`config.mk`:
```
export PLATFORM = sky130hd
export DESIGN_NAME = inductive_sensor_register_bank
export DESIGN_NICKNAME = d
export VERILOG_FILES = /design/src/rtl/sensor_regs_pkg.sv /design/src/rtl/pin_sync.sv /design/src/rtl/inductive_sensor_register_bank.sv
export SDC_FILE = /design/constraint.sdc
export NUM_CORES = 1
export LEC_CHECK = 0
export BUFFER_PORTS_ARGS = -buffer_cell sky130_fd_sc_hd__buf_2
export CORE_UTILIZATION = 41
export CTS_CLUSTER_DIAMETER = 80
export DETAILED_ROUTE_END_ITERATION = 7
export PLACE_DENSITY = 0.63
export SYNTH_ARGS = -nofsm -noshare
export SYNTH_HDL_FRONTEND = slang
export SYNTH_SLANG_ARGS = --single-unit
```
`constraint.sdc`:
```
create_clock -name ref_clk_in -period 4.6 [get_ports ref_clk_in]
set_clock_uncertainty 0.1 [all_clocks]
set_input_delay 0.92 -clock ref_clk_in [delete_from_list [all_inputs] [get_ports ref_clk_in]]
set_output_delay 0.92 -clock ref_clk_in [all_outputs]
set_load 0.02 [all_outputs]
```
`src/rtl/sensor_regs_pkg.sv`:
```
`default_nettype none
package sensor_regs_pkg;

    // ----------------------------------------
    // register addresses
    // ----------------------------------------
    localparam logic [6:0] ADDR_REVISION = 7'h00;
    localparam logic [6:0] ADDR_UPPER = 7'h01;
    localparam logic [6:0] ADDR_LOWER = 7'h02;
    localparam logic [6:0] ADDR_WATCHDOG = 7'h03;
    localparam logic [6:0] ADDR_CONV_CFG = 7'h04;
    localparam logic [6:0] ADDR_RSVD_05 = 7'h05;
    localparam logic [6:0] ADDR_RSVD_06 = 7'h06;
    localparam logic [6:0] ADDR_THR_HIGH = 7'h07;
    localparam logic [6:0] ADDR_RSVD_08 = 7'h08;
    localparam logic [6:0] ADDR_THR_LOW = 7'h09;
    localparam logic [6:0] ADDR_INT_CFG = 7'h0A;
    localparam logic [6:0] ADDR_POWER = 7'h0B;
    localparam logic [6:0] ADDR_STATUS = 7'h20;
    localparam logic [6:0] ADDR_RSVD_21 = 7'h21;
    localparam logic [6:0] ADDR_PROX = 7'h22;
    localparam logic [6:0] ADDR_FREQ_LOW = 7'h23;
    localparam logic [6:0] ADDR_FREQ_MID = 7'h24;
    localparam logic [6:0] ADDR_FREQ_HIGH = 7'h25;
    localparam logic [6:0] ADDR_LOCK_FIRST = 7'h01;
    localparam logic [6:0] ADDR_LOCK_LAST = 7'h05;

    // ----------------------------------------
    // reset values
    // ----------------------------------------
    localparam logic [7:0] RST_UPPER = 8'h0E;
    localparam logic [7:0] RST_LOWER = 8'h14;
    localparam logic [7:0] RST_WATCHDOG = 8'h45;
    localparam logic [7:0] RST_CONV_CFG = 8'h1B;
    localparam logic [7:0] VAL_RSVD_05 = 8'h01;
    localparam logic [7:0] RST_RSVD_06 = 8'hFF;
    localparam logic [7:0] RST_THR_HIGH = 8'hFF;
    localparam logic [7:0] RST_RSVD_08 = 8'h00;
    localparam logic [7:0] RST_THR_LOW = 8'h00;
    localparam logic [7:0] RST_INT_CFG = 8'h00;
    localparam logic RST_ACTIVE = 1'b0;

    // ----------------------------------------
    // field layout
    // ----------------------------------------
    localparam int DIR_BIT = 7;
    localparam logic DIR_READ = 1'b1;
    localparam int ACTIVE_BIT = 0;
    localparam int RANGE_MSB = 4;
    localparam logic [2:0] BIT_LAST = 3'h7;

    typedef enum logic {
        PH_CMD = 1'b0,
        PH_DATA = 1'b1
    } phase_e;

    typedef struct packed {
        logic [7:0] resist_range_upper;
        logic [7:0] resist_range_lower;
        logic [7:0] min_sensor_freq_watchdog;
        logic [7:0] converter_config;
        logic [7:0] prox_threshold_high;
        logic [7:0] prox_threshold_low;
        logic [7:0] interrupt_pin_config;
        logic active_mode_bit;
    } config_s;

    typedef struct packed {
        logic osc_dead;
        logic data_ready_n;
        logic wakeup_n;
        logic comparator;
        logic [7:0] proximity;
        logic [23:0] freq_count;
    } result_s;

    // range index 0..31 for both limit registers (upper 0x00.., lower 0x20..)
    function automatic logic [4:0] range_index(input logic [7:0] code);
        range_index = code[RANGE_MSB:0];
    endfunction

endpackage
`default_nettype wire

```
`src/rtl/pin_sync.sv`:
```
`timescale 1ns/1ns
`default_nettype none
module pin_sync #(
    parameter int WIDTH = 1,
    parameter logic [WIDTH-1:0] RESET_VAL = '0
) (
    // clock and reset
    input wire logic clk_in,
    input wire logic reset_n_in,
    // pins
    input wire logic [WIDTH-1:0] async_in,
    output logic [WIDTH-1:0] sync_out
);
    logic [WIDTH-1:0] stage1;
    logic [WIDTH-1:0] stage2;

    // a zero-width synchroniser cannot be built
    if (WIDTH < 1) begin : g_width_check
        $error("pin_sync needs a width of at least one");
    end

    always_ff @(posedge clk_in or negedge reset_n_in) begin
        if (!reset_n_in) begin
            stage1 <= RESET_VAL;
            stage2 <= RESET_VAL;
        end else begin
            stage1 <= async_in;
            stage2 <= stage1;
        end
    end

    assign sync_out = stage2;
endmodule // pin_sync
`default_nettype wire

```
`src/rtl/inductive_sensor_register_bank.sv`:
```
`timescale 1ns/1ns
`default_nettype none
// Functional notes
// - registers 0x01-0x05 locked while active
// - upper limit codes 0x00-0x1F, 32 ranges
// - lower limit codes 0x20-0x3F, same ranges
// - upper limit at 0x01, RW, reset 0x0E
// - lower limit at 0x02, RW, reset 0x14
// - read-only revision byte at address zero
// - command byte: direction bit, 7-bit address
// - address auto-increments per further data byte
// - commit on 16th rise and every 8th rise after it; early deselect aborts
// - power bit 0 selects standby or active
module inductive_sensor_register_bank #(
    parameter logic [7:0] REVISION_ID = 8'h5A  // arbitrary value
) (
    // clock and reset
    input wire logic ref_clk_in,
    input wire logic reset_n_in,
    // serial port pins
    input wire logic sclk_in,
    input wire logic chip_select_n_in,
    input wire logic mosi_in,
    output logic miso_out,
    output logic miso_oe_out,
    // conversion side
    input wire sensor_regs_pkg::result_s result_in,
    output sensor_regs_pkg::config_s config_out,
    output logic [4:0] upper_range_index_out,
    output logic [4:0] lower_range_index_out,
    output logic prox_read_out
);
    import sensor_regs_pkg::*;

    // ----------------------------------------
    // reset release and pin synchronisers
    // ----------------------------------------
    logic rst_meta;
    logic rst_n;
    always_ff @(posedge ref_clk_in or negedge reset_n_in) begin
        if (!reset_n_in) begin
            rst_meta <= 1'b0;
            rst_n <= 1'b0;
        end else begin
            rst_meta <= 1'b1;
            rst_n <= rst_meta;
        end
    end

    // sclk must stay below about a quarter of ref_clk, edges are oversampled
    logic [2:0] pins_s;
    pin_sync #(.WIDTH(3), .RESET_VAL(3'h2)) u_pin_sync (
        .clk_in(ref_clk_in),
        .reset_n_in(rst_n),
        .async_in({sclk_in, chip_select_n_in, mosi_in}),
        .sync_out(pins_s)
    );
    logic sclk_s;
    logic chip_select_n_s;
    logic mosi_s;
    logic sclk_d;
    assign sclk_s = pins_s[2];
    assign chip_select_n_s = pins_s[1];
    assign mosi_s = pins_s[0];
    always_ff @(posedge ref_clk_in or negedge rst_n) begin
        if (!rst_n) begin
            sclk_d <= 1'b0;
        end else begin
            sclk_d <= sclk_s;
        end
    end
    logic sclk_rise;
    logic sclk_fall;
    assign sclk_rise = sclk_s & ~sclk_d;
    assign sclk_fall = ~sclk_s & sclk_d;

    // ----------------------------------------
    // serial engine
    // ----------------------------------------
    phase_e phase, next_phase;
    logic [2:0] bitcnt, next_bitcnt;
    logic [7:0] rx, next_rx;
    logic [7:0] tx, next_tx;
    logic [6:0] addr, next_addr;
    logic dir, next_dir;
    logic miso, next_miso;
    logic wr_fire;
    logic tx_load;
    logic [6:0] look_addr;
    logic [7:0] rd_data;
    config_s cfg, next_cfg;
    logic [7:0] rsvd06, next_rsvd06;
    logic [7:0] rsvd08, next_rsvd08;

    // address whose byte goes out next: new command address or the next one
    assign look_addr = (phase == PH_CMD) ? {rx[5:0], mosi_s} : addr + 7'h01;

    always_comb begin
        unique case (look_addr)
            ADDR_REVISION: rd_data = REVISION_ID;
            ADDR_UPPER: rd_data = cfg.resist_range_upper;
            ADDR_LOWER: rd_data = cfg.resist_range_lower;
            ADDR_WATCHDOG: rd_data = cfg.min_sensor_freq_watchdog;
            ADDR_CONV_CFG: rd_data = cfg.converter_config;
            ADDR_RSVD_05: rd_data = VAL_RSVD_05;
            ADDR_RSVD_06: rd_data = rsvd06;
            ADDR_THR_HIGH: rd_data = cfg.prox_threshold_high;
            ADDR_RSVD_08: rd_data = rsvd08;
            ADDR_THR_LOW: rd_data = cfg.prox_threshold_low;
            ADDR_INT_CFG: rd_data = cfg.interrupt_pin_config;
            ADDR_POWER: rd_data = {7'h00, cfg.active_mode_bit};
            ADDR_STATUS: rd_data = {result_in.osc_dead, result_in.data_ready_n,
                                    result_in.wakeup_n, result_in.comparator, 4'h0};
            ADDR_PROX: rd_data = result_in.proximity;
            ADDR_FREQ_LOW: rd_data = result_in.freq_count[7:0];
            ADDR_FREQ_MID: rd_data = result_in.freq_count[15:8];
            ADDR_FREQ_HIGH: rd_data = result_in.freq_count[23:16];
            default: rd_data = 8'h00;
        endcase
    end

    always_comb begin
        next_phase = phase;
        next_bitcnt = bitcnt;
        next_rx = rx;
        next_tx = tx;
        next_addr = addr;
        next_dir = dir;
        next_miso = miso;
        wr_fire = 1'b0;
        tx_load = 1'b0;
        if (chip_select_n_s) begin
            next_phase = PH_CMD;
            next_bitcnt = 3'h0;
        end else if (sclk_rise) begin
            next_rx = {rx[6:0], mosi_s};
            next_bitcnt = bitcnt + 3'h1;
            if (bitcnt == BIT_LAST) begin
                unique case (phase)
                    PH_CMD: begin
                        next_dir = next_rx[DIR_BIT];
                        next_addr = next_rx[6:0];
                        next_phase = PH_DATA;
                        tx_load = (next_rx[DIR_BIT] == DIR_READ);
                    end
                    PH_DATA: begin
                        wr_fire = (dir != DIR_READ);
                        next_addr = addr + 7'h01;
                        tx_load = (dir == DIR_READ);
                    end
                endcase
            end
        end else if (sclk_fall) begin
            next_miso = tx[7];
            next_tx = {tx[6:0], 1'b0};
        end
        if (tx_load) begin
            next_tx = rd_data;
        end
    end

    always_ff @(posedge ref_clk_in or negedge rst_n) begin
        if (!rst_n) begin
            phase <= PH_CMD;
            bitcnt <= 3'h0;
            rx <= 8'h00;
            tx <= 8'h00;
            addr <= 7'h00;
            dir <= 1'b0;
            miso <= 1'b0;
            prox_read_out <= 1'b0;
        end else begin
            phase <= next_phase;
            bitcnt <= next_bitcnt;
            rx <= next_rx;
            tx <= next_tx;
            addr <= next_addr;
            dir <= next_dir;
            miso <= next_miso;
            prox_read_out <= tx_load && (look_addr == ADDR_PROX);
        end
    end

    // ----------------------------------------
    // register file
    // ----------------------------------------
    logic locked;
    assign locked = cfg.active_mode_bit && (addr >= ADDR_LOCK_FIRST) && (addr <= ADDR_LOCK_LAST);

    always_comb begin
        next_cfg = cfg;
        next_rsvd06 = rsvd06;
        next_rsvd08 = rsvd08;
        // commit on the data byte's last rise
        if (wr_fire && !locked) begin
            unique case (addr)
                ADDR_UPPER: next_cfg.resist_range_upper = next_rx;
                ADDR_LOWER: next_cfg.resist_range_lower = next_rx;
                ADDR_WATCHDOG: next_cfg.min_sensor_freq_watchdog = next_rx;
                ADDR_CONV_CFG: next_cfg.converter_config = next_rx;
                ADDR_RSVD_06: next_rsvd06 = next_rx;
                ADDR_THR_HIGH: next_cfg.prox_threshold_high = next_rx;
                ADDR_RSVD_08: next_rsvd08 = next_rx;
                ADDR_THR_LOW: next_cfg.prox_threshold_low = next_rx;
                ADDR_INT_CFG: next_cfg.interrupt_pin_config = next_rx;
                ADDR_POWER: next_cfg.active_mode_bit = next_rx[ACTIVE_BIT];
                default: next_cfg = cfg;
            endcase
        end
    end

    always_ff @(posedge ref_clk_in or negedge rst_n) begin
        if (!rst_n) begin
            cfg <= '{RST_UPPER, RST_LOWER, RST_WATCHDOG, RST_CONV_CFG,
                     RST_THR_HIGH, RST_THR_LOW, RST_INT_CFG, RST_ACTIVE};
            rsvd06 <= RST_RSVD_06;
            rsvd08 <= RST_RSVD_08;
        end else begin
            cfg <= next_cfg;
            rsvd06 <= next_rsvd06;
            rsvd08 <= next_rsvd08;
        end
    end

    // ----------------------------------------
    // outputs
    // ----------------------------------------
    assign config_out = cfg;
    assign miso_out = miso;
    assign miso_oe_out = ~chip_select_n_s;
    assign upper_range_index_out = range_index(cfg.resist_range_upper);
    assign lower_range_index_out = range_index(cfg.resist_range_lower);
endmodule // inductive_sensor_register_bank
`default_nettype wire

```
# --- After elaboration in Yosys (flattened, before gate mapping) ---
# Cells that the tools add are included.
word_totals:
  ff_bits: 112
  latchBits: 0
  mem_bits_rw: 0
  mem_bits_ro: 0
  input_bits: 41
  output_inout_bits: 70
  elab_cells: 110
  mem_count: 0
classes:
  addsub: 2
  multipliers: 0
  n_div: 0
  order_cmp: 2
  n_eq_ne: 29
  shifts: 0
  n_mux: 22
  bitwise: 8
  n_reduce_logical: 24
ops:
  columns: ["op", "n"]
  rows:
  - ["8-bit case mux with 17 select lines", 1]
  - ["7-bit by 4-bit equality test with 1-bit output, second input constant", 8]
  - ["7-bit by 3-bit equality test with 1-bit output, second input constant", 7]
  - ["8-bit two-way mux", 6]
  - ["7-bit by 6-bit equality test with 1-bit output, second input constant", 5]
  - ["7-bit by 2-bit equality test with 1-bit output, second input constant", 4]
  - ["2-bit AND reduction", 11]
  - ["7-bit by 1-bit equality test with 1-bit output, second input constant", 2]
  - ["7-bit case mux with 2 select lines", 1]
  - ["1-bit two-way mux", 10]
  - ["3-bit AND reduction", 3]
  - ["7-bit by 1-bit adder with 7-bit output, second input constant", 1]
  - ["7-bit by 1-bit >= comparator with 1-bit output, second input constant", 1]
  - ["7-bit by 3-bit less-or-equal comparator with 1-bit output, second input constant", 1]
  - ["7-bit zero test", 1]
  - ["7-bit two-way mux", 1]
  - ["3-bit two-way mux", 2]
  - ["1-bit NOT", 6]
  - ["2-bit nonzero test", 3]
  - ["1-bit logical AND", 4]
  - ["4-bit AND reduction", 1]
  - ["3-bit by 1-bit adder with 3-bit output, second input constant", 1]
  - ["3-bit equality test, second input constant", 1]
  - ["1-bit AND", 2]
  - ["other kinds (4)", 4]

# --- Longest topological paths before layout ---
# Gate-level depths: netlist of the first run.
logic_depth:
  depth_word: 7
  ltp_mapped: 10
  depth_no_buf: 9

# --- Modules after synthesis ---
# From an unflattened synthesis of the first run, not the netlist that was laid out.
unflattened:
  cells_unflattened: 636
  hier_area_um2: 6263.5
modules_own_cells:
  columns: ["mod", "n_inst", "cells_each", "area_per_inst_um2", "seq_area_each_um2"]
  rows:
  - ["inductive_sensor_register_bank", 1, 630, 6110.9, 2687.6]
  - ["pin_sync", 1, 6, 152.6, 152.6]

# --- Worst setup path after synthesis of the first run ---
# Ideal clock, no wire load.
synth_timing:
  path_type: "register -> register"
  startpoint: "register addr[0]"
  endpoint: "register tx[5]"
  setup_ps: 82
  t_arrival_ps: 2343
  required_time_ps: 4418
  setup_slack_ps: 2075
  stages_incl_launch_ff: 11
  path_buffers: 2
  period_less_slack_ps: 2525
  path_cell_list: "dfrtp_1 -> buf_2 -> inv_1 -> ha_1 -> nand3b_1 -> o31a_1 -> nor4_2 -> and3_1 -> clkbuf_1 -> a222oi_1 -> a31oi_1"
synth_between:
  elab_chain_cells: 5
  elab_cells_between_ends: 21
  cone_classes: "add/sub: 1; eq/ne: 16; mux: 3; reduce/logical: 1"
synth_lines:
  columns: ["item", "line_no", "source"]
  rows:
  - ["start, declared", "inductive_sensor_register_bank.sv:84", "logic [6:0] addr, next_addr;"]
  - ["start signal, assigned", "inductive_sensor_register_bank.sv:177", "addr <= next_addr;"]
  - ["7-bit by 1-bit adder with 7-bit output *", "inductive_sensor_register_bank.sv:96", "assign look_addr = (phase == PH_CMD) ? {rx[5:0], mosi_s} : addr + 7'h01;"]
  - ["7-bit two-way mux *", "inductive_sensor_register_bank.sv:96", null]
  - ["7-bit by 6-bit equality test with 1-bit output (tied with other cells)", "inductive_sensor_register_bank.sv:99", "unique case (look_addr)"]
  - ["8-bit case mux with 17 select lines *", "inductive_sensor_register_bank.sv:99", null]
  - ["8-bit two-way mux *", "inductive_sensor_register_bank.sv:157", "if (tx_load) begin"]
  - ["end signal, assigned", "inductive_sensor_register_bank.sv:176", "tx <= next_tx;"]
  - ["end, declared", "inductive_sensor_register_bank.sv:83", "logic [7:0] tx, next_tx;"]
# Every way passes the cells marked *; elsewhere a longest branch is shown, timed or not.
# A chain may end at the register's enable or synchronous reset.

# --- Worst setup path in the final report of the first run ---
layout_timing:
  startpoint: "register phase"
  endpoint: "register tx[5]"
layout_between:
  elab_chain_cells: 7
  elab_cells_between_ends: 29
  cone_classes: "eq/ne: 18; mux: 7; bitwise: 1; reduce/logical: 3"
layout_lines:
  columns: ["item", "line_no", "source"]
  rows:
  - ["start, declared", "inductive_sensor_register_bank.sv:80", "phase_e phase, next_phase;"]
  - ["start signal, assigned", "inductive_sensor_register_bank.sv:173", "phase <= next_phase;"]
  - ["1-bit NOT", null, null]
  - ["1-bit case mux with 2 select lines", "inductive_sensor_register_bank.sv:139", "unique case (phase)"]
  - ["1-bit two-way mux", "inductive_sensor_register_bank.sv:138", "if (bitcnt == BIT_LAST) begin"]
  - ["1-bit two-way mux", "inductive_sensor_register_bank.sv:135", "end else if (sclk_rise) begin"]
  - ["1-bit two-way mux", "inductive_sensor_register_bank.sv:132", "if (chip_select_n_s) begin"]
  - ["2-bit != test (no source line) (tied with other cells)", null, null]
  - ["3-bit AND reduction (no source line)", null, null]
# Several ways; a longest one is shown, not always the timed one.

==> run summary, run 1 <==
Setup CP Type: reg2reg
num rows: 43
final instance area: 6935 µm²
Hold WC Path Type: in2async
synthesized area per cell: 9.484 µm²
total grt overflow: 0
via count: 5478
CTS buffer count: 9
Fin. Hold Viols: 0
Initial Util: 42.59%
Net Sw Frac: 37.15%
Max Transition Viols Final: 0
CTS H-Tree Depth: 3
Syn Inst Count: 633
CTS tree: built
Final setup viols: 0
Power Density: 371.4 nW/µm²
Post-CTS Setup Inserts: 0
root buffer cell: clkbuf_16
clk buf depth: 2
largest net degree at the start of global routing: 74
initial antenna violation count: 0
Final nets: 772
first-pass GRT wire length: 31.89 mm
Residual DRC: 0
Psw: 0.0009568 W
run status: complete, no violations
Seq/Total Area, Yosys: 47.31%
final core utilization: 49.20%
share of cells above drive strength 1: 27.12%
critical path arrival: 3.73 ns
Setup WS pre-CTS: 1.067 ns
wire per inst: 23.27 µm
Post-Syn Nets: 680
IO Pins: 111
Die Height: 123.0 µm
setup_tns: 0 ns
area leader, netlist: dfrtp_1
critical path launch point: phase
placed instance area: 6638 µm²
port bufs: 110
RSZ-0062 raised after global routing: no
Synth async-reset ratio: 100.0%
Worst slew margin: 18.26%
Ant. Diodes: 0
TritonRoute pass-1 iters: 4
Worst setup EP type: register
area growth from synthesis to layout: 15.53%
Clock transition at path regs: 0.08 ns
power share of the sequential group: 42.2%
Critical Path RT: 4.72 ns
cts hold-fix bufs: 0
GPL Wtd Cong: 1.038
share of total power in the clock network: 30.8%
Sink Count: 112
yosys warns: 0
Synth Register Bits: 112
1st-iter DRT viols: 470
fmax: 0.2768 GHz
post-synth top area share: 34.18%
period utilization: 78.54%
Core ar.: 14100 µm²
DRT Wirelength: 21.18 mm
RR Endpoint: tx[5]
main flop type after synthesis: dfrtp_1
VDD IR max: 0.1754 mV
Total Die Area: 15130 µm²
worst-case reg-to-reg path depth: 6
most common cell in the netlist: nand2_1
end point of the critical path: tx[5]
Setup crit start kind: register
DRT antenna net count: 0
Cell Area, Synth: 6003 µm²
Worst-Skew Late Latency: 0.36 ns
total track usage: 29.35%
Pint: 0.001619 W
Comb pwr share: 27.0%
Worst-Margin Slew: 1.192 ns
vias in the first global route: 5123
detailed placer's ending HPWL: 15.73 mm
via-per-instance ratio: 6.020
R2R Path Start: phase
post-route minimum period: 3.613 ns
maximum fanout along the worst path: 33
synth top area cells: dfrtp_1 (34%), dfstp_2 (13%), nand2_1 (6.4%)
Netlist cell types: 76
Die W: 123.0 µm
Synth top cells by count: nand2_1 (103), dfrtp_1 (82), o21ai_0 (61)
CTS resizes: 0
number of synthesized flops with an enable pin: 0
worst hold slack: 0.2246 ns
fin worst setup slack: 0.9872 ns
reg-to-reg slack, setup: 0.99 ns
Leak: 3.044 nW
max cap viols: 0
## cells in the final DEF, fill, tap and decap left out, types with 14 or more instances in the layout
master	synthesis	layout
a21oi_1	19	19
buf_2	11	110
buf_4	13	15
dfrtp_1	82	81
dfstp_2	30	30
inv_1	15	15
mux2i_1	26	26
nand2_1	103	103
nand3_1	14	14
nor2_1	26	26
o21ai_0	61	61
o21ai_1	30	30
## stage by stage
stage	cells	total power, W
floorplan	633	0.001453
global route	910	0.002663
detailed placement	894	0.001779
global placement	894	0.001779
CTS	910	0.002570
finish	910	0.002576
## worst max-delay path, cell delays in order (launching register included)
cell and delay, ns:
dfrtp_1 1.10, o22ai_1 0.34, nor3_4 0.80, mux2i_1 0.31, o221ai_1 0.14, nor4_1 0.52, a31oi_1 0.14
## final cells by class
cell class                 instances  area (µm²)
fill                            1376        7161
clock inverter                     6       58.81
clock buffer                      10       239.0
multi-input combinational        461        2843
sequential                       112        2844
timing repair buffer             125       663.1
inverter                          16       62.56
tap                              180       225.2
## flip-flops by register name (all words and copies together), names as in the netlist
register / cells
config_out: 57
rsvd06: 8
u_pin_sync.sync_out: 3
bitcnt: 3
sclk_d: 1
dir: 1
miso_out: 1
rx: 8
u_pin_sync.stage1: 3
tx: 8
addr: 7
phase: 1
rst_meta: 1
rsvd08: 8
prox_read_out: 1
rst_n: 1
## power groups by stage
stage	Clock [W]	Combinational, W	Sequential [W]
floorplan	0	0.000381	0.00107
global placement	0	0.000674	0.00110
detailed placement	0	0.000676	0.00110
CTS	0.000807	0.000680	0.00108
global route	0.000843	0.000727	0.00109
finish	0.000793	0.000696	0.00109
## how the worst min path moves through the flow
stage,end,slack (ns),cells past startpoint
floorplan,rst_n,0.23,0
finish,rst_n,0.22,1
CTS,rst_n,0.22,1
global route,rst_n,0.21,1
global placement,u_pin_sync.sync_out[2],0.23,0
detailed placement,rst_n,0.24,0
## logic make-up after synthesis
logic type / after synthesis / share of synthesized area, %
buffers and inverters: 60 / 5.335
adder cells (fa/ha/maj): 6 / 1.250
XOR/XNOR: 3 / 0.4378
AO/OA/AOI/OAI: 203 / 22.22
other: 1 / 0.06247
multiplexers: 28 / 4.710
flip-flops: 112 / 47.31
AND/OR/NAND/NOR: 220 / 18.67
## per-layer routing
layer	GRT usage, %	wire length [µm]	vias to the layer above
met2	43.47	9375	275
li1	-	-	2498
met5	0	0	-
met3	3.413	1356	40
met1	42.39	9583	2665
met4	14.68	864	0
No activity file was read; power rests on OpenSTA's default activity.
==> run 2: changes to the inputs <==
--- a/config.mk
+++ b/config.mk
@@ -9,7 +9,7 @@
 export CORE_UTILIZATION = 41
 export CTS_CLUSTER_DIAMETER = 80
 export DETAILED_ROUTE_END_ITERATION = 7
-export PLACE_DENSITY = 0.63
+export PLACE_DENSITY = 0.65
 export SYNTH_ARGS = -nofsm -noshare
 export SYNTH_HDL_FRONTEND = slang
 export SYNTH_SLANG_ARGS = --single-unit
==> constraint.sdc (replaced) <==
create_clock -name ref_clk_in -period 3.3 [get_ports ref_clk_in]
set_clock_uncertainty 0.1 [all_clocks]
set_input_delay 0.66 -clock ref_clk_in [delete_from_list [all_inputs] [get_ports ref_clk_in]]
set_output_delay 0.66 -clock ref_clk_in [all_outputs]
set_load 0.02 [all_outputs]
==> run 2 against run 1 <==
Against the previous run: cell area rose by 3.3%; sequential share of layout area down 1.3 points; critical path depth increased by 2; highest routed layer unchanged.
==> run summary, run 2 (synthesized netlist as in run 1, its figures left out) <==
Setup CP Type: reg2reg
Hold WC Path Type: reg2reg
fillers: 1348
Slowest-stage cell, CP: o21ai_1
run status: complete, no violations
critical path launch point: addr[0]
Die Height: 123.0 µm
total track usage: 30.74%
fmax: 0.3158 GHz
Final nets: 800
hold_sp: u_pin_sync.stage1[2]
Setup crit start kind: register
Ant. Diodes: 0
R2R Path Start: addr[0]
reg-to-reg slack, setup: 0.13 ns
period utilization: 95.97%
Initial Util: 42.59%
hold depth: 0
Fin. Hold Viols: 0
DRT Wirelength: 21.89 mm
Critical Path RT: 3.47 ns
Power Density: 511.8 nW/µm²
via count: 5635
share of cells above drive strength 1: 29.68%
Final setup viols: 0
Total Die Area: 15130 µm²
CTS tree: built
commonest non-fill, non-tap cells in the layout: buf_2 (110), nand2_1 (103), dfrtp_1 (81)
TritonRoute pass-1 iters: 5
placed instance area: 6853 µm²
Leak: 3.189 nW
Die W: 123.0 µm
setup_tns: 0 ns
Worst-Skew Late Latency: 0.36 ns
largest net degree at the start of global routing: 65
wire per inst: 23.33 µm
CP max stage delay: 0.66 ns
port bufs: 110
CTS buffer count: 9
first-pass GRT wire length: 33.31 mm
area growth from synthesis to layout: 19.32%
Residual DRC: 0
Max Transition Viols Final: 0
clk buf depth: 2
VDD IR max: 0.2485 mV
DRT antenna net count: 0
RR Endpoint: tx[6]
end point of the critical path: tx[6]
Sink Count: 112
max cap viols: 0
root buffer cell: clkbuf_16
Worst setup EP type: register
Worst slew margin: 30.12%
Worst-Margin Slew: 1.042 ns
worst path cell trace: ha_1 > and2_1 > a21boi_1 > o21ai_1 > nand3_1 > o32ai_1 > a221oi_1 > a31oi_1
num rows: 43
RSZ-0062 raised after global routing: no
initial antenna violation count: 0
IO Pins: 111
GPL Wtd Cong: 1.003
maximum fanout along the worst path: 12
via-per-instance ratio: 6.007
worst-case reg-to-reg path depth: 8
final instance area: 7163 µm²
critical path arrival: 3.34 ns
Clock transition at path regs: 0.07 ns
post-route minimum period: 3.167 ns
vias in the first global route: 5411
CTS H-Tree Depth: 3
total grt overflow: 0
Post-CTS Setup Inserts: 0
1st-iter DRT viols: 534
detailed placer's ending HPWL: 16.56 mm
max reg flops: 57
Core ar.: 14100 µm²
most common cell after layout, fill and taps aside: buf_2
==> run 2: cell types whose count changed in the layout (fill, tap and decap cells not counted), moves of 2 or more <==
| cell | before | now |
|---|---|---|
| inv_8 | 3 | 1 |
| clkinv_4 | 2 | 0 |
| clkinv_2 | 0 | 2 |
| buf_4 | 15 | 41 |
==> run 2: area by class of cell <==
cell class	count	area [µm²]	area share [%]
Multi-Input combinational cell	461	2846	39.74
Sequential cell	112	2844	39.70
Timing Repair Buffer	153	888.4	12.40
Clock buffer	10	229.0	3.197
Tap cell	180	225.2	3.144
Clock inverter	6	67.56	0.9432
Inverter	16	62.56	0.8734
==> run 2: through the flow <==
stage               instances  utilization (%)  hold slack, ns  worst slack (ns)  total power, W
finish                    938            50.82          0.2497            0.1330        0.003666
global route              938            50.82          0.2511          0.007082        0.003806
CTS                       938            50.79          0.2505            0.2655        0.003655
detailed placement        921            48.62          0.2362            0.2718        0.002545
global placement          921            48.62          0.2317            0.2451        0.002532
floorplan                 633                -          0.2311            0.7754        0.002026
==> run 2: repair_timing <==
action | in CTS | in global routing
hold buffers | 1 | 0
gates resized for setup | 0 | 2
endpoints found under the setup margin | 0 | 2
hold endpoints to repair | 2 | 0
==> run 2: how the worst min path moves through the flow <==
stage,end
3_3_place_gp,u_pin_sync.sync_out[2]
2_1_floorplan,rst_n
4_1_cts,u_pin_sync.sync_out[2]
6_report,u_pin_sync.sync_out[2]
3_5_place_dp,u_pin_sync.sync_out[2]
5_1_grt,u_pin_sync.sync_out[2]
==> run 2: layer usage <==
layer | wire length [µm] | vias up | part of all wire, % | GRT usage [%]
met5 | 0 | - | 0 | 0
met4 | 605 | 0 | 2.8 | 11.75
met3 | 1470 | 36 | 6.7 | 5.258
met2 | 10380 | 261 | 47 | 49.33
met1 | 9429 | 2793 | 43 | 41.48
li1 | - | 2545 | - | -
==> run 2: critical path, delay by kind of cell (launching register included) <==
family	cells	cell delay, ns
AOI/OAI and AO/OA	5	1.46
DFF	1	0.56
and+or+nand+nor	2	0.53
adders and majority gates	1	0.43
==> run 2: power by group <==
part	switching (W)	internal [W]	total (W)
Combinational	0.000696	0.000347	0.00104
Clock	0.000521	0.000595	0.00112
Sequential	0.0000897	0.00142	0.00151
==> run 3: changes to the inputs <==
--- a/config.mk
+++ b/config.mk
@@ -6,6 +6,7 @@
 export NUM_CORES = 1
 export LEC_CHECK = 0
 export BUFFER_PORTS_ARGS = -buffer_cell sky130_fd_sc_hd__buf_2
+export CORE_ASPECT_RATIO = 1.2
 export CORE_UTILIZATION = 41
 export CTS_CLUSTER_DIAMETER = 80
 export DETAILED_ROUTE_END_ITERATION = 7
@@ -13,3 +14,4 @@
 export SYNTH_ARGS = -nofsm -noshare
 export SYNTH_HDL_FRONTEND = slang
 export SYNTH_SLANG_ARGS = --single-unit
+export TNS_END_PERCENT = 100
==> run 3 against run 2 <==
Against the previous run: routed wire length is 0.52% lower; setup slack gained 0.013 ns; non-clock buffer count decreased by 11; cell area down 1.4%; clock-buffer cell count grew 1; utilization decreased by 1.6 points; register-to-register slack hardly changed; sequential share of layout area is 0.55 points higher; flip-flop and latch count did not move; die area about the same; combinational power hardly changed; critical endpoint is now tx[2].
==> run summary, run 3 (synthesized netlist as in run 1, its figures left out) <==
setup_tns: 0 ns
CTS resizes: 0
Leak: 3.124 nW
Worst setup EP type: register
via count: 5527
wire per inst: 23.61 µm
Critical Path RT: 3.42 ns
Hold WC Path Type: reg2reg
GPL Wtd Cong: 1.023
IO Pins: 111
final instance area: 7066 µm²
Setup WS pre-CTS: 0.2380 ns
port bufs: 110
Psw: 0.001318 W
CTS H-Tree Depth: 3
CTS tree: built
Pint: 0.002305 W
Setup CP Type: reg2reg
Worst Hold End: u_pin_sync.sync_out[0]
Ant. Diodes: 0
CTS buffer count: 9
Initial Util: 41.82%
Sink Count: 112
total grt overflow: 0
TritonRoute pass-1 iters: 5
worst-case reg-to-reg path depth: 8
Max Transition Viols Final: 0
critical path arrival: 3.27 ns
largest net degree at the start of global routing: 60
root buffer cell: clkbuf_16
period utilization: 95.58%
Clock transition at path regs: 0.08 ns
Power Density: 512.8 nW/µm²
fin worst setup slack: 0.1457 ns
Fin. Hold Viols: 0
DRT antenna net count: 0
power share of the sequential group: 41.9%
via-per-instance ratio: 5.995
clk buf depth: 2
Worst-Margin Slew: 1.129 ns
RR Endpoint: tx[2]
most common cell after layout, fill and taps aside: buf_2
Final nets: 789
VDD IR max: 0.2653 mV
maximum fanout along the worst path: 15
Net Sw Frac: 36.37%
vias in the first global route: 5312
share of total power in the clock network: 30.0%
placed instance area: 6764 µm²
RSZ-0062 raised after global routing: no
DRT Wirelength: 21.77 mm
max cap viols: 0
num rows: 48
post-route minimum period: 3.154 ns
share of cells above drive strength 1: 28.65%
total track usage: 29.89%
Worst-Skew Late Latency: 0.36 ns
Die Height: 134.6 µm
detailed placer's ending HPWL: 16.53 mm
Total Die Area: 15130 µm²
hold depth: 0
Residual DRC: 0
first-pass GRT wire length: 32.90 mm
run status: complete, no violations
reg-to-reg slack, setup: 0.15 ns
Comb pwr share: 28.1%
R2R Path Start: addr[2]
Core ar.: 14350 µm²
Power, Total: 0.003623 W
Die W: 112.5 µm
max reg flops: 57
Setup crit start kind: register
fmax: 0.3170 GHz
1st-iter DRT viols: 484
commonest non-fill, non-tap cells in the layout: buf_2 (110), nand2_1 (103), dfrtp_1 (81)
critical path launch point: addr[2]
Final setup viols: 0
hold_sp: u_pin_sync.stage1[0]
initial antenna violation count: 0
area growth from synthesis to layout: 17.69%
Worst slew margin: 23.91%
final core utilization: 49.22%
run 3: metrics by stage:
stage / cells / hold WS, ns
2_1_floorplan: 633 / 0.2311
3_3_place_gp: 905 / 0.2325
3_5_place_dp: 905 / 0.2363
4_1_cts: 922 / 0.2533
5_1_grt: 922 / 0.2589
6_report: 922 / 0.2513
run 3: cell type report:
type / instances / area, µm²
Clock buffer: 11 / 252.7
Clock inverter: 5 / 38.79
Fill cell: 1356 / 7288
Inverter: 16 / 62.56
Multi-Input combinational cell: 461 / 2843
Sequential cell: 112 / 2844
Tap cell: 175 / 219.0
Timing Repair Buffer: 142 / 805.8
run 3: worst max path at each step:
| stage | end | slack [ns] | cells after the start |
|---|---|---|---|
| finish | tx[2] | 0.15 | 8 |
| global route | tx[2] | 0.02 | 8 |
| CTS | tx[2] | 0.19 | 8 |
| detailed placement | tx[2] | 0.24 | 8 |
| global placement | tx[2] | 0.34 | 8 |
| floorplan | tx[5] | 0.78 | 10 |
run 3: repair_timing:
item / 4_1_cts / 5_1_grt
hold buffers: 1 / 0
setup buffers: 0 / 0
setup endpoints to repair: 0 / 0
endpoints found under the hold margin: 2 / 0
run 3: routing by layer:
metal  vias to the layer above  wire [µm]  GRT usage, %  share of wire (%)
met5                         -          0             0                  0
met1                      2667       9146         39.26                 42
met3                        64       1428         4.354                6.6
met4                         0       1117         16.81                5.1
met2                       280      10080         47.55                 46
li1                       2516          -             -                  -
run 3: power groups by stage:
stage,Sequential [W],Clock [W],Combinational (W)
global placement,0.00154,0,0.000995
global route,0.00152,0.00116,0.00108
floorplan,0.00150,0,0.000531
detailed placement,0.00154,0,0.000994
finish,0.00152,0.00109,0.00102
CTS,0.00151,0.00111,0.00100
run 3: critical path, cell delays in order (launching register included):
cell       delay [ns]
dfrtp_1          0.65
and3_1           0.45
nor2_1           0.16
nor3_4           0.40
buf_4            0.26
mux2i_1          0.27
nor3_1           0.10
a2111oi_0        0.46
a31oi_1          0.15
